File: config.mk
export PLATFORM = sky130hd
export DESIGN_NAME = caf_match
export DESIGN_NICKNAME = d
export VERILOG_FILES = /design/src/rtl/caf_pkg.sv /design/src/rtl/caf_filter_cmp.sv /design/src/rtl/caf_match.sv
export SDC_FILE = /design/constraint.sdc
export NUM_CORES = 2
export LEC_CHECK = 0
export BUFFER_PORTS_ARGS = -buffer_cell sky130_fd_sc_hd__buf_2
export CAP_MARGIN = 40
export CORE_ASPECT_RATIO = 1.1
export CORE_MARGIN = 3
export CORE_UTILIZATION = 40
export DETAILED_ROUTE_END_ITERATION = 16
export PLACE_DENSITY = 0.68
export SYNTH_ARGS = -nofsm -noshare
export SYNTH_HDL_FRONTEND = slang
export SYNTH_HIERARCHICAL = 1
export SYNTH_SLANG_ARGS = --single-unit
File: constraint.sdc
create_clock -name i_clk -period 18.2 [get_ports i_clk]
set_clock_uncertainty 0.2 [all_clocks]
set_input_delay 0 -clock i_clk [delete_from_list [all_inputs] [get_ports i_clk]]
set_output_delay 0 -clock i_clk [all_outputs]
set_load 0.01 [all_outputs]
File: src/rtl/caf_pkg.sv
// Notes on behaviour
// RULE_01 - compared standard bits must equal filter bits
// RULE_02 - compared extended bits must equal filter bits
// RULE_03 - sixteen filters, each with two registers
// RULE_04 - type match on: frame type equals select
// RULE_05 - type match off: either type passes
// RULE_06 - mask one compares bit, zero ignores it
// RULE_07 - select bit: one extended, zero standard
package caf_pkg;

    localparam int NUM_FILTERS = 16;                  // filters 0..15
    localparam int NUM_MASKS   = 2;                   // mask sets
    localparam int IDX_W       = 4;                   // filter index width

    // byte offsets on the register bus
    localparam logic [7:0] OFS_FILTER_BASE = 8'h00;   // filter n standard word at base + 8n
    localparam logic [7:0] OFS_FILTER_EXT  = 8'h04;   // filter n extended word at base + 8n + 4
    localparam logic [7:0] OFS_MASK_BASE   = 8'h80;   // mask m standard word at base + 8m
    localparam logic [7:0] OFS_MASK_SELECT = 8'h90;   // one mask-select bit per filter
    localparam logic [7:0] OFS_LAST_HITS   = 8'h94;   // hit vector of last message
    localparam logic [7:0] OFS_LAST_RESULT = 8'h98;   // hit flag, index, count

    // field positions in the standard-identifier registers
    localparam int STD_LSB     = 5;                   // standard bits [15:5]
    localparam int TYPE_BIT    = 3;                   // frame select / type match enable
    localparam int EXT_HI_LSB  = 0;                   // extended bits 17:16 at [1:0]
    localparam logic [15:0] STD_REG_WMASK = 16'hFFEB; // bits 4 and 2 read as zero

    // reset values of software registers
    localparam logic [15:0] RST_REG16    = 16'h0000;
    localparam logic [31:0] RST_WORD     = 32'h0000_0000;

    // one received identifier from the receive path
    typedef struct packed {
        logic        ext;                             // 1 = extended frame
        logic [17:0] ext_id;                          // extended identifier bits
        logic [10:0] std_id;                          // standard identifier bits
    } caf_msg_t;

    // one filter or mask: two 16-bit registers
    typedef struct packed {
        logic [15:0] ext_reg;                         // extended bits 15:0
        logic [15:0] std_reg;                         // standard bits, type bit, extended 17:16
    } caf_pair_t;

    // match outcome handed to the receive path
    typedef struct packed {
        logic                   hit;                  // any filter accepted
        logic [IDX_W-1:0]       index;                // lowest accepting filter
        logic [NUM_FILTERS-1:0] hits;                 // every accepting filter
    } caf_result_t;

endpackage : caf_pkg

File: src/rtl/caf_filter_cmp.sv
`timescale 1ns/1ps
// one acceptance filter compared against one message, purely combinational
module caf_filter_cmp
    import caf_pkg::*;
(
    input  wire caf_pkg::caf_msg_t  i_msg,        // received identifier
    input  wire caf_pkg::caf_pair_t i_filter,     // filter registers
    input  wire caf_pkg::caf_pair_t i_mask,       // selected mask registers
    output logic                    o_hit         // message accepted
);
    import caf_pkg::*;

    logic [10:0] standard_id_bits;                // filter standard bits
    logic [17:0] extended_id_bits;                // filter extended bits
    logic [10:0] mask_std;                        // standard compare enables
    logic [17:0] mask_ext;                        // extended compare enables
    logic        extended_frame_select;           // filter frame type choice
    logic        frame_type_match_enable;         // mask type check enable
    logic        std_ok;                          // standard bits agree
    logic        ext_ok;                          // extended bits agree
    logic        type_ok;                         // frame type agrees

    // unpack register fields
    always_comb begin
        standard_id_bits        = i_filter.std_reg[15:STD_LSB];
        extended_id_bits        = {i_filter.std_reg[EXT_HI_LSB+1:EXT_HI_LSB], i_filter.ext_reg};
        mask_std                = i_mask.std_reg[15:STD_LSB];
        mask_ext                = {i_mask.std_reg[EXT_HI_LSB+1:EXT_HI_LSB], i_mask.ext_reg};
        extended_frame_select   = i_filter.std_reg[TYPE_BIT];
        frame_type_match_enable = i_mask.std_reg[TYPE_BIT];
    end

    // masked compare; a zero mask bit makes the position a don't-care
    always_comb begin
        std_ok = ((i_msg.std_id ^ standard_id_bits) & mask_std) == 11'h000; // RULE_01 RULE_06
        ext_ok = ((i_msg.ext_id ^ extended_id_bits) & mask_ext) == 18'h00000; // RULE_02 RULE_06
    end

    // frame type check only when the mask asks for it
    always_comb begin
        if (frame_type_match_enable) begin
            type_ok = (i_msg.ext == extended_frame_select); // RULE_04 RULE_07
        end else begin
            type_ok = 1'b1;                                  // RULE_05 RULE_07
        end
    end

    // standard frames carry no extended bits, so only standard bits take part
    always_comb begin
        o_hit = type_ok && std_ok && (i_msg.ext ? ext_ok : 1'b1); // RULE_05
    end

endmodule : caf_filter_cmp

File: src/rtl/caf_match.sv
`timescale 1ns/1ps
// acceptance filter bank with apb register access
module caf_match
    import caf_pkg::*;
(
    input  wire logic               i_clk,          // 10 MHz system clock
    input  wire logic               i_reset_n,      // async reset, active low
    input  wire logic               i_ce,           // clock enable, freezes state
    input  wire logic               i_psel,         // apb select
    input  wire logic               i_penable,      // apb access phase
    input  wire logic               i_pwrite,       // apb write
    input  wire logic [7:0]         i_paddr,        // apb byte address
    input  wire logic [31:0]        i_pwdata,       // apb write data
    output logic [31:0]             o_prdata,       // apb read data
    output logic                    o_pready,       // apb ready
    output logic                    o_pslverr,      // apb error, unmapped address
    input  wire logic               i_msg_valid,    // identifier offered
    input  wire caf_pkg::caf_msg_t  i_msg,          // identifier from receive path
    output logic                    o_result_valid, // result pulse
    output caf_pkg::caf_result_t    o_result        // acceptance result
);
    import caf_pkg::*;

    // reset release synchroniser
    logic rst_meta_n;                              // first stage, read only by second
    logic rst_n;                                   // synchronised reset

    always_ff @(posedge i_clk or negedge i_reset_n) begin
        if (!i_reset_n) begin
            rst_meta_n <= 1'b0;
            rst_n      <= 1'b0;
        end else begin
            rst_meta_n <= 1'b1;
            rst_n      <= rst_meta_n;
        end
    end

    // register storage
    caf_pair_t                filters [NUM_FILTERS];  // per-filter standard and extended words
    caf_pair_t                masks   [NUM_MASKS];    // mask sets
    logic [NUM_FILTERS-1:0]   mask_select;            // which mask each filter uses
    logic [7:0]               accept_count;           // accepted messages, wraps

    // bus decode
    logic        wr_en;                            // write completes this edge
    logic        setup;                            // setup phase seen
    logic        addr_is_filter;                   // inside the filter window
    logic        addr_is_mask;                     // inside the mask window
    logic        addr_known;                       // address decodes to a register
    logic [3:0]  filter_idx;                       // filter number from address
    logic        mask_idx;                         // mask number from address
    logic        addr_is_ext;                      // second word of a pair
    logic [31:0] next_prdata;                      // read data for this address

    always_comb begin
        setup          = i_psel && !i_penable;
        wr_en          = i_psel && i_penable && o_pready && i_pwrite;
        filter_idx     = i_paddr[6:3];
        mask_idx       = i_paddr[3];
        addr_is_ext    = i_paddr[2];
        addr_is_filter = (i_paddr[7] == 1'b0) && (i_paddr[1:0] == 2'b00);
        addr_is_mask   = (i_paddr[7:4] == OFS_MASK_BASE[7:4]) && (i_paddr[1:0] == 2'b00);
        addr_known     = addr_is_filter || addr_is_mask
                         || (i_paddr == OFS_MASK_SELECT)
                         || (i_paddr == OFS_LAST_HITS)
                         || (i_paddr == OFS_LAST_RESULT);
    end

    // read mux; reserved bits come back as zero
    always_comb begin
        next_prdata = RST_WORD;
        if (addr_is_filter) begin
            next_prdata[15:0] = addr_is_ext ? filters[filter_idx].ext_reg
                                            : filters[filter_idx].std_reg;
        end else if (addr_is_mask) begin
            next_prdata[15:0] = addr_is_ext ? masks[mask_idx].ext_reg
                                            : masks[mask_idx].std_reg;
        end else if (i_paddr == OFS_MASK_SELECT) begin
            next_prdata[15:0] = mask_select;
        end else if (i_paddr == OFS_LAST_HITS) begin
            next_prdata[15:0] = o_result.hits;
        end else if (i_paddr == OFS_LAST_RESULT) begin
            next_prdata = {16'h0000, accept_count, 3'h0, o_result.hit, o_result.index};
        end
    end

    // apb answer: ready in the first access cycle, zero wait states
    always_ff @(posedge i_clk or negedge rst_n) begin
        if (!rst_n) begin
            o_pready  <= 1'b0;
            o_pslverr <= 1'b0;
            o_prdata  <= RST_WORD;
        end else if (i_ce) begin
            o_pready <= setup;
            if (setup) begin
                o_pslverr <= !addr_known;           // unmapped: error, data zero
                o_prdata  <= (addr_known && !i_pwrite) ? next_prdata : RST_WORD;
            end else begin
                o_pslverr <= 1'b0;
                o_prdata  <= RST_WORD;
            end
        end
    end

    // filter registers; reset clears them to zero until software loads them
    always_ff @(posedge i_clk or negedge rst_n) begin
        if (!rst_n) begin
            for (int n = 0; n < NUM_FILTERS; n++) begin
                filters[n] <= '{ext_reg: RST_REG16, std_reg: RST_REG16};
            end
        end else if (i_ce && wr_en && addr_is_filter) begin
            if (addr_is_ext) begin
                filters[filter_idx].ext_reg <= i_pwdata[15:0];              // RULE_03
            end else begin
                filters[filter_idx].std_reg <= i_pwdata[15:0] & STD_REG_WMASK; // RULE_03
            end
        end
    end

    // mask registers and per-filter mask choice
    always_ff @(posedge i_clk or negedge rst_n) begin
        if (!rst_n) begin
            for (int m = 0; m < NUM_MASKS; m++) begin
                masks[m] <= '{ext_reg: RST_REG16, std_reg: RST_REG16};
            end
            mask_select <= RST_REG16;
        end else if (i_ce && wr_en) begin
            if (addr_is_mask) begin
                if (addr_is_ext) begin
                    masks[mask_idx].ext_reg <= i_pwdata[15:0];              // RULE_06
                end else begin
                    masks[mask_idx].std_reg <= i_pwdata[15:0] & STD_REG_WMASK; // RULE_06
                end
            end else if (i_paddr == OFS_MASK_SELECT) begin
                mask_select <= i_pwdata[15:0];
            end
        end
    end

    // sixteen independent comparators
    logic [NUM_FILTERS-1:0] hit_vec;               // combinational hits

    generate
        for (genvar g = 0; g < NUM_FILTERS; g++) begin : g_filter
            caf_filter_cmp u_cmp (                 // RULE_03
                .i_msg    (i_msg),
                .i_filter (filters[g]),
                .i_mask   (masks[mask_select[g]]),
                .o_hit    (hit_vec[g])
            );
        end
    endgenerate

    // lowest accepting filter wins the index
    logic [IDX_W-1:0] next_index;                  // priority encode of hit_vec

    always_comb begin
        next_index = '0;
        for (int n = NUM_FILTERS - 1; n >= 0; n--) begin
            if (hit_vec[n]) begin
                next_index = IDX_W'(n);
            end
        end
    end

    // result register, one cycle after the identifier is offered
    always_ff @(posedge i_clk or negedge rst_n) begin
        if (!rst_n) begin
            o_result_valid <= 1'b0;
            o_result       <= '0;
        end else if (i_ce) begin
            o_result_valid <= i_msg_valid;
            if (i_msg_valid) begin
                o_result.hits  <= hit_vec;
                o_result.hit   <= |hit_vec;
                o_result.index <= next_index;
            end
        end
    end

    // count of accepted messages, visible to software
    always_ff @(posedge i_clk or negedge rst_n) begin
        if (!rst_n) begin
            accept_count <= 8'h00;
        end else if (i_ce && i_msg_valid && (|hit_vec)) begin
            accept_count <= accept_count + 8'h01;
        end
    end

endmodule : caf_match

# Word level (Yosys, flattened, before mapping)
# Index checks and enable logic that the tools add are counted.
[word_totals]
ff_bits = 658
latch_bits = 0
ram_bits = 0
rom_bits = 0
in_bits = 77
word_cells = 389
memories = 0
[op_classes]
addsub = 1
mul = 0
n_div = 0
n_lt_le_gt_ge = 20
n_eq_ne = 20
shift = 0
n_mux = 128
bitwise_logic = 84
reduce_logical = 89
[ops]
columns = ["op", "count"]
rows = [
  ["2-to-1 mux 32 bit", 57],
  ["bitwise mux 512 bit", 2],
  ["2-to-1 mux 512 bit", 1],
  ["AND 18 bit", 16],
  ["zero test 18 bit", 16],
  ["bitwise XOR 18 bit", 16],
  ["demux 32 bit (select 4 bit)", 2],
  ["AND 11 bit", 16],
  ["zero test 11 bit", 16],
  ["2-to-1 mux 16 bit", 11],
  ["bitwise XOR 11 bit", 16],
  ["binary-select mux 32 bit (select 4 bit)", 1],
  ["bitwise mux 64 bit", 2],
  ["demux 32 bit (select 1 bit)", 2],
  ["2-to-1 mux 4 bit", 16],
  ["2-to-1 mux 64 bit", 1],
  ["logical AND 1 bit", 45],
  ["greater-or-equal comparator 2 bit (second input constant)", 17],
  ["inverter 1 -> 2 bit", 17],
  ["2-to-1 mux 1 bit", 33],
  ["equality test 8 bit (second input constant)", 3],
  ["equality test 1 bit", 16],
  ["OR reduction 16 bit", 1],
  ["adder 8 x 1 -> 8 bit (second input constant)", 1],
  ["11 further kinds", 18],
]

# Logic depth before layout (Yosys ltp)
[depth]
word_depth = 24
ltp_mapped = 13
depth_no_buf = 11

# Hierarchy
# Netlist, hierarchy kept.
[by_module_without_submodules]
columns = ["module", "n_inst", "cells_each", "area_each_um2", "seq_area_each_um2"]
rows = [
  ["caf_match", 1, 2547, 33863.7, 15164.5],
  ["caf_filter_cmp", 16, 49, 442.9, 0.0],
]

# Worst setup path after synthesis
# No wires, ideal clock.
[synth_timing]
path_type = "flip-flop to flip-flop"
from = "reg mask_select[0]"
to = "reg accept_count[5]"
setup_time_ns = 0.123
arrival_time_ns = 2.907
required_time_ns = 17.877
setup_slack_ns = 14.970
stages_incl_launch_ff = 12
synth_period_minus_slack_ns = 3.230
cell_sequence = "dfrtp_1 > buf_1 > mux2_2 > a22o_1 > a221oi_2 > nand4_1 > a21oi_1 > nor4_1 > a41oi_1 > and4_1 > nand3_1 > xnor2_1"
[synth_via]
elab_chain_cells = 10
elab_cells_between_ends = 14
cone_classes = "mux: 5; bitwise: 3; reduce/logical: 6"
[synth_lines]
columns = ["item", "line", "source"]
rows = [
  ["start, declared", "caf_match.sv:41", "logic [NUM_FILTERS-1:0] mask_select;"],
  ["start signal, assigned", "caf_match.sv:135", "mask_select <= i_pwdata[15:0];"],
  ["inverter 1 -> 2 bit (not written as such) (*)", "caf_match.sv:148", ".i_mask (masks[mask_select[g]]),"],
  ["2-to-1 mux 32 bit (not written as such) (*) (3 in series)", "caf_match.sv:148", ""],
  ["AND 18 bit or AND 11 bit (tied branches)", "caf_filter_cmp.sv:36, caf_filter_cmp.sv:35", ""],
  ["zero test 18 bit or zero test 11 bit (tied branches)", "caf_filter_cmp.sv:36, caf_filter_cmp.sv:35", ""],
  ["2-to-1 mux 1 bit or logical AND 1 bit (tied branches)", "caf_filter_cmp.sv:50", "o_hit = type_ok && std_ok && (i_msg.ext ? ext_ok : 1'b1);"],
  ["logical AND 1 bit (*)", "caf_filter_cmp.sv:50", ""],
  ["via hit_vec[0]", "caf_match.sv:141", "logic [NUM_FILTERS-1:0] hit_vec;"],
  ["OR reduction 16 bit (*)", "caf_match.sv:185", "end else if (i_ce && i_msg_valid && (|hit_vec)) begin"],
  ["logical AND 1 bit (*)", "caf_match.sv:185", ""],
  ["end signal, assigned", "caf_match.sv:186", "accept_count <= accept_count + 8'h01;"],
  ["end, declared", "caf_match.sv:42", "logic [7:0] accept_count;"],
]
# The timed path passes the listed nets; every way through them passes the cells marked *. The select of a mux whose other input is x is not followed.
# A chain may end at the register's enable or synchronous reset.

# Final worst setup path
[layout_timing]
from = "reg mask_select[12]"
to = "reg accept_count[5]"
# Same word-level chain as after synthesis.

==> out/metrics.csv <==
stage,metric,value,unit
critical_path,critPathMaxStageDelay,0.78,ns
clocking,cts_max_level,3,
timing,hold_viol,0,
pwr,p_per_area,66.48,nW/um^2
clocking,post_cts_buffers,0,
grt,grt_use_total,26.68,%
logic_synthesis,yosysSeqAreaShare,37.03,%
timing,slew_headroom,24.31,%
clocking,clock_path_buffers,3,
logic_synthesis,synth-async-reset-ratio,100.0,%
die,start_util,40.52,%
logic_synthesis,syn-instance-count,3331,
layout,multiInputGateArea,24290,sq um
critical_path,timing_worst_setup_path_type,flip-flop to flip-flop,
critical_path,r2r_end,accept_count[5],
detailed_routing,antenna_left,0,
logic_synthesis,netlist_area,40950,sq um
die,die_y,341.6,microns
critical_path,crit_buf_inv,1,
run,cap_viol_max_count,0,
pwr,combPwrFrac,8.7,%
critical_path,r2r_setup_slack,13.23,ns
critical_path,worstPathRequired,18.51,ns
critical_path,crit_chain,buf_4 -> mux2_2 -> a22o_1 -> a221oi_2 -> nand4_1 -> a21oi_1 -> nor4_1 -> a41oi_1 -> and4_1 -> nand3_1 -> xnor2_1,
grt,use_met3,6.232,%
clocking,cts-resized-gates,0,
clocking,clk_latency,0.63,ns
detailed_routing,wl_per_cell,30.61,microns
layout,fillers,9298,
logic_synthesis,synth_edf_count,0,
logic_synthesis,ys.flop_type,dfrtp_1,
timing,worst_slew_pin_slew,1.135,ns
grt,first_global_vias,29540,
timing,grt_setup_unrepaired,false,
timing,setup_viol,0,
critical_path,startpoint_type,flip-flop,
clocking,cts-root-buf,clkbuf_16,
critical_path,reg2reg_from,mask_select[12],
grt,grt_util_met1,32.80,%
pwr,p_leak,21.96,nW
grt,grt_pass1_wl,209300,microns
pwr,p_switching,0.7861,mW
timing,drv_slew,0,
timing,setup_tns,0,ns
pwr,vdd_ir_drop_max,0.05271,mV
layout,layout-drive-gt1-share,46.64,%
grt,gr-usage-met2,42.13,%
layout,stdcell_count,4732,
die,ios,133,
clocking,clkSinkCount,606,
timing,final.min_clock_period,4.974,ns
place,dpl.hpwl,100300,microns
critical_path,arrival,5.28,ns
logic_synthesis,yosys_warnings,6,
critical_path,critical_path.top_delay_family,compound AO/OA/AOI/OAI gates,
detailed_routing,drt_iter0_drc,2908,
critical_path,endpoint_kind,flip-flop,
grt,grt_max_degree,170,
critical_path,path_max_fanout,21,
die,core,101100,sq um
logic_synthesis,synth_top_area_share,37.03,%
pwr,p_int,2.234,mW
die,fp-row-count,122,
logic_synthesis,ys_ff_latch,606,
pwr,power_frac_clock,45.7,%
detailed_routing,vias_per_cell,6.249,
grt,overflow,0,
pwr,switching_share,26.03,%
critical_path,r2r.worst_path.cells,11,
logic_synthesis,ys_top_cells_by_area,"dfrtp_1 37%, mux2_2 29%, xor2_1 10%",
logic_synthesis,synth_cell_types,60,
layout,regArea,15190,sq um
timing,fmaxAchievable,201.0,MHz
place,port_buffers,100,
grt,antenna_found_initial,14,
critical_path,cp_slowest_cell,a41oi_1,
status,status,"finished, final reports clean",
clocking,cts_tree,done,
detailed_routing,routed_wl,144800,microns
detailed_routing,routed-via-count,29570,
detailed_routing,first_pass_iters,7,
pwr,power_frac_seq,45.6,%
die,die_w,311.1,microns
grt,top_usage_layer,met2,
die,dieArea,106300,sq um
place,dp.cells,4573,
logic_synthesis,syn_avg_cell_area,12.29,sq um
layout,syn_to_final_growth,10.94,%
clocking,hold_buffers,35,
clocking,numCtsBuffers,67,
clocking,clk_pin_slew_worst_paths,0.06,ns
hold_path,hold_class,input pin to async pin,
layout,final_nets,3391,
timing,fin_crit_sh,27.33,%
detailed_routing,drc_errors,0,
logic_synthesis,yosysTopAreaCell,dfrtp_1,
place,globalplace.congestion,0.9605,
## layer usage
metal  up-vias  part of all wire [%]
met5         -                 0.032
met4         8                   7.6
met3       474                   8.9
met2      1480                    45
met1     15240                    38
li1      12360                     -
## Yosys cell counts (all sizes together) (2+ instances only)
master	instances
mux2	1052
dfrtp	606
xor2	482
buf	196
clkbuf	126
mux4	99
a221oi	95
a22oi	94
a22o	90
mux2i	77
nor2	50
o21ai	50
a21oi	49
nand2	45
nand4	36
and3	27
o22ai	27
inv	21
nand3	13
a31oi	9
o211ai	9
o32ai	8
nor2b	7
nor3	7
nor4	7
a221o	6
xnor2	5
a32oi	4
o211a	3
o21a	3
or4	3
and2	2
conb	2
nand2b	2
nor3b	2
o2111ai	2
o31ai	2
or3	2
## how the worst max path moves through the flow
stage                          startpoint               to  slack [ns]  cells past startpoint
after global routing      mask_select[12]  accept_count[7]       13.14                     11
after global placement     mask_select[4]  accept_count[7]       13.57                     11
after CTS                  mask_select[4]  accept_count[7]       13.51                     11
after detailed placement   mask_select[4]  accept_count[7]       13.55                     11
after floorplan                     rst_n  accept_count[0]        8.14                      0
final                     mask_select[12]  accept_count[5]       13.23                     11
## per-stage QoR
| step | setup slack, ns | power (mW) | area, sq um | hold slack, ns | util [%] |
|---|---|---|---|---|---|
| after floorplan | 8.144 | 1.545 | 41010 | -0.4956 | - |
| after global placement | 13.57 | 1.644 | 42180 | -0.3871 | 41.74 |
| after detailed placement | 13.55 | 1.651 | 42890 | -0.3853 | 42.45 |
| after CTS | 13.51 | 3.031 | 45420 | 0.05040 | 44.94 |
| after global routing | 13.14 | 3.101 | 45420 | 0.08363 | 44.95 |
| final | 13.23 | 3.020 | 45430 | 0.06215 | 44.96 |
## state kept, by name, summed over array words and instances (netlist names)
name / count
rst_n: 1
filters: 480
rst_meta_n: 1
o_result: 21
o_pslverr: 1
o_pready: 1
masks: 60
o_result_valid: 1
mask_select: 16
accept_count: 8
o_prdata: 16
## worst min-delay path, stage by stage
cell	delay, ns
dlygate4sd3_1	0.52
buf_2	0.11
dlygate4sd3_1	0.60
## cells in the final DEF (no fill, tap or decap), drive strengths merged, types with 49 or more instances in the layout
cell	synthesis	routed
a22o	90	90
o21ai	50	50
mux4	99	99
dfrtp	606	606
mux2i	77	77
mux2	1052	1052
nor2	50	50
a22oi	94	94
clkbuf	126	97
a21oi	49	49
xor2	482	482
buf	196	185
a221oi	95	95
## layout make-up
class                           instances  area share, %
Clock inverter                         21         0.4434
Inverter                               21         0.1735
Multi-Input combinational cell       2397          53.46
Tap cell                             1364          3.756
Timing Repair Buffer                  220          4.362
Sequential cell                       606          33.43
Antenna cell                            6        0.03305
Clock buffer                           97          4.340
## cell families (layout without fill, tap and decap cells)
kind of cell / Yosys count / after routing / synth area share, %
buffers and inverters: 343 / 359 / 3.850
multiplexers: 1228 / 1228 / 36.35
AO/OA/AOI/OAI: 457 / 457 / 9.560
XOR/XNOR: 487 / 487 / 10.42
flip-flops: 606 / 606 / 37.03
other: 2 / 23 / 0.01834
adder cells (fa/ha/maj): 1 / 1 / 0.03055
AND/OR/NAND/NOR: 207 / 207 / 2.747
## power groups by stage
stage	combinational, mW	sequential, mW	clock (mW)
after floorplan	0.131	1.41	0
after global placement	0.243	1.40	0
after detailed placement	0.250	1.40	0
after CTS	0.257	1.38	1.40
after global routing	0.276	1.38	1.45
final	0.262	1.38	1.38
No activity file was read; power rests on OpenSTA's default activity.
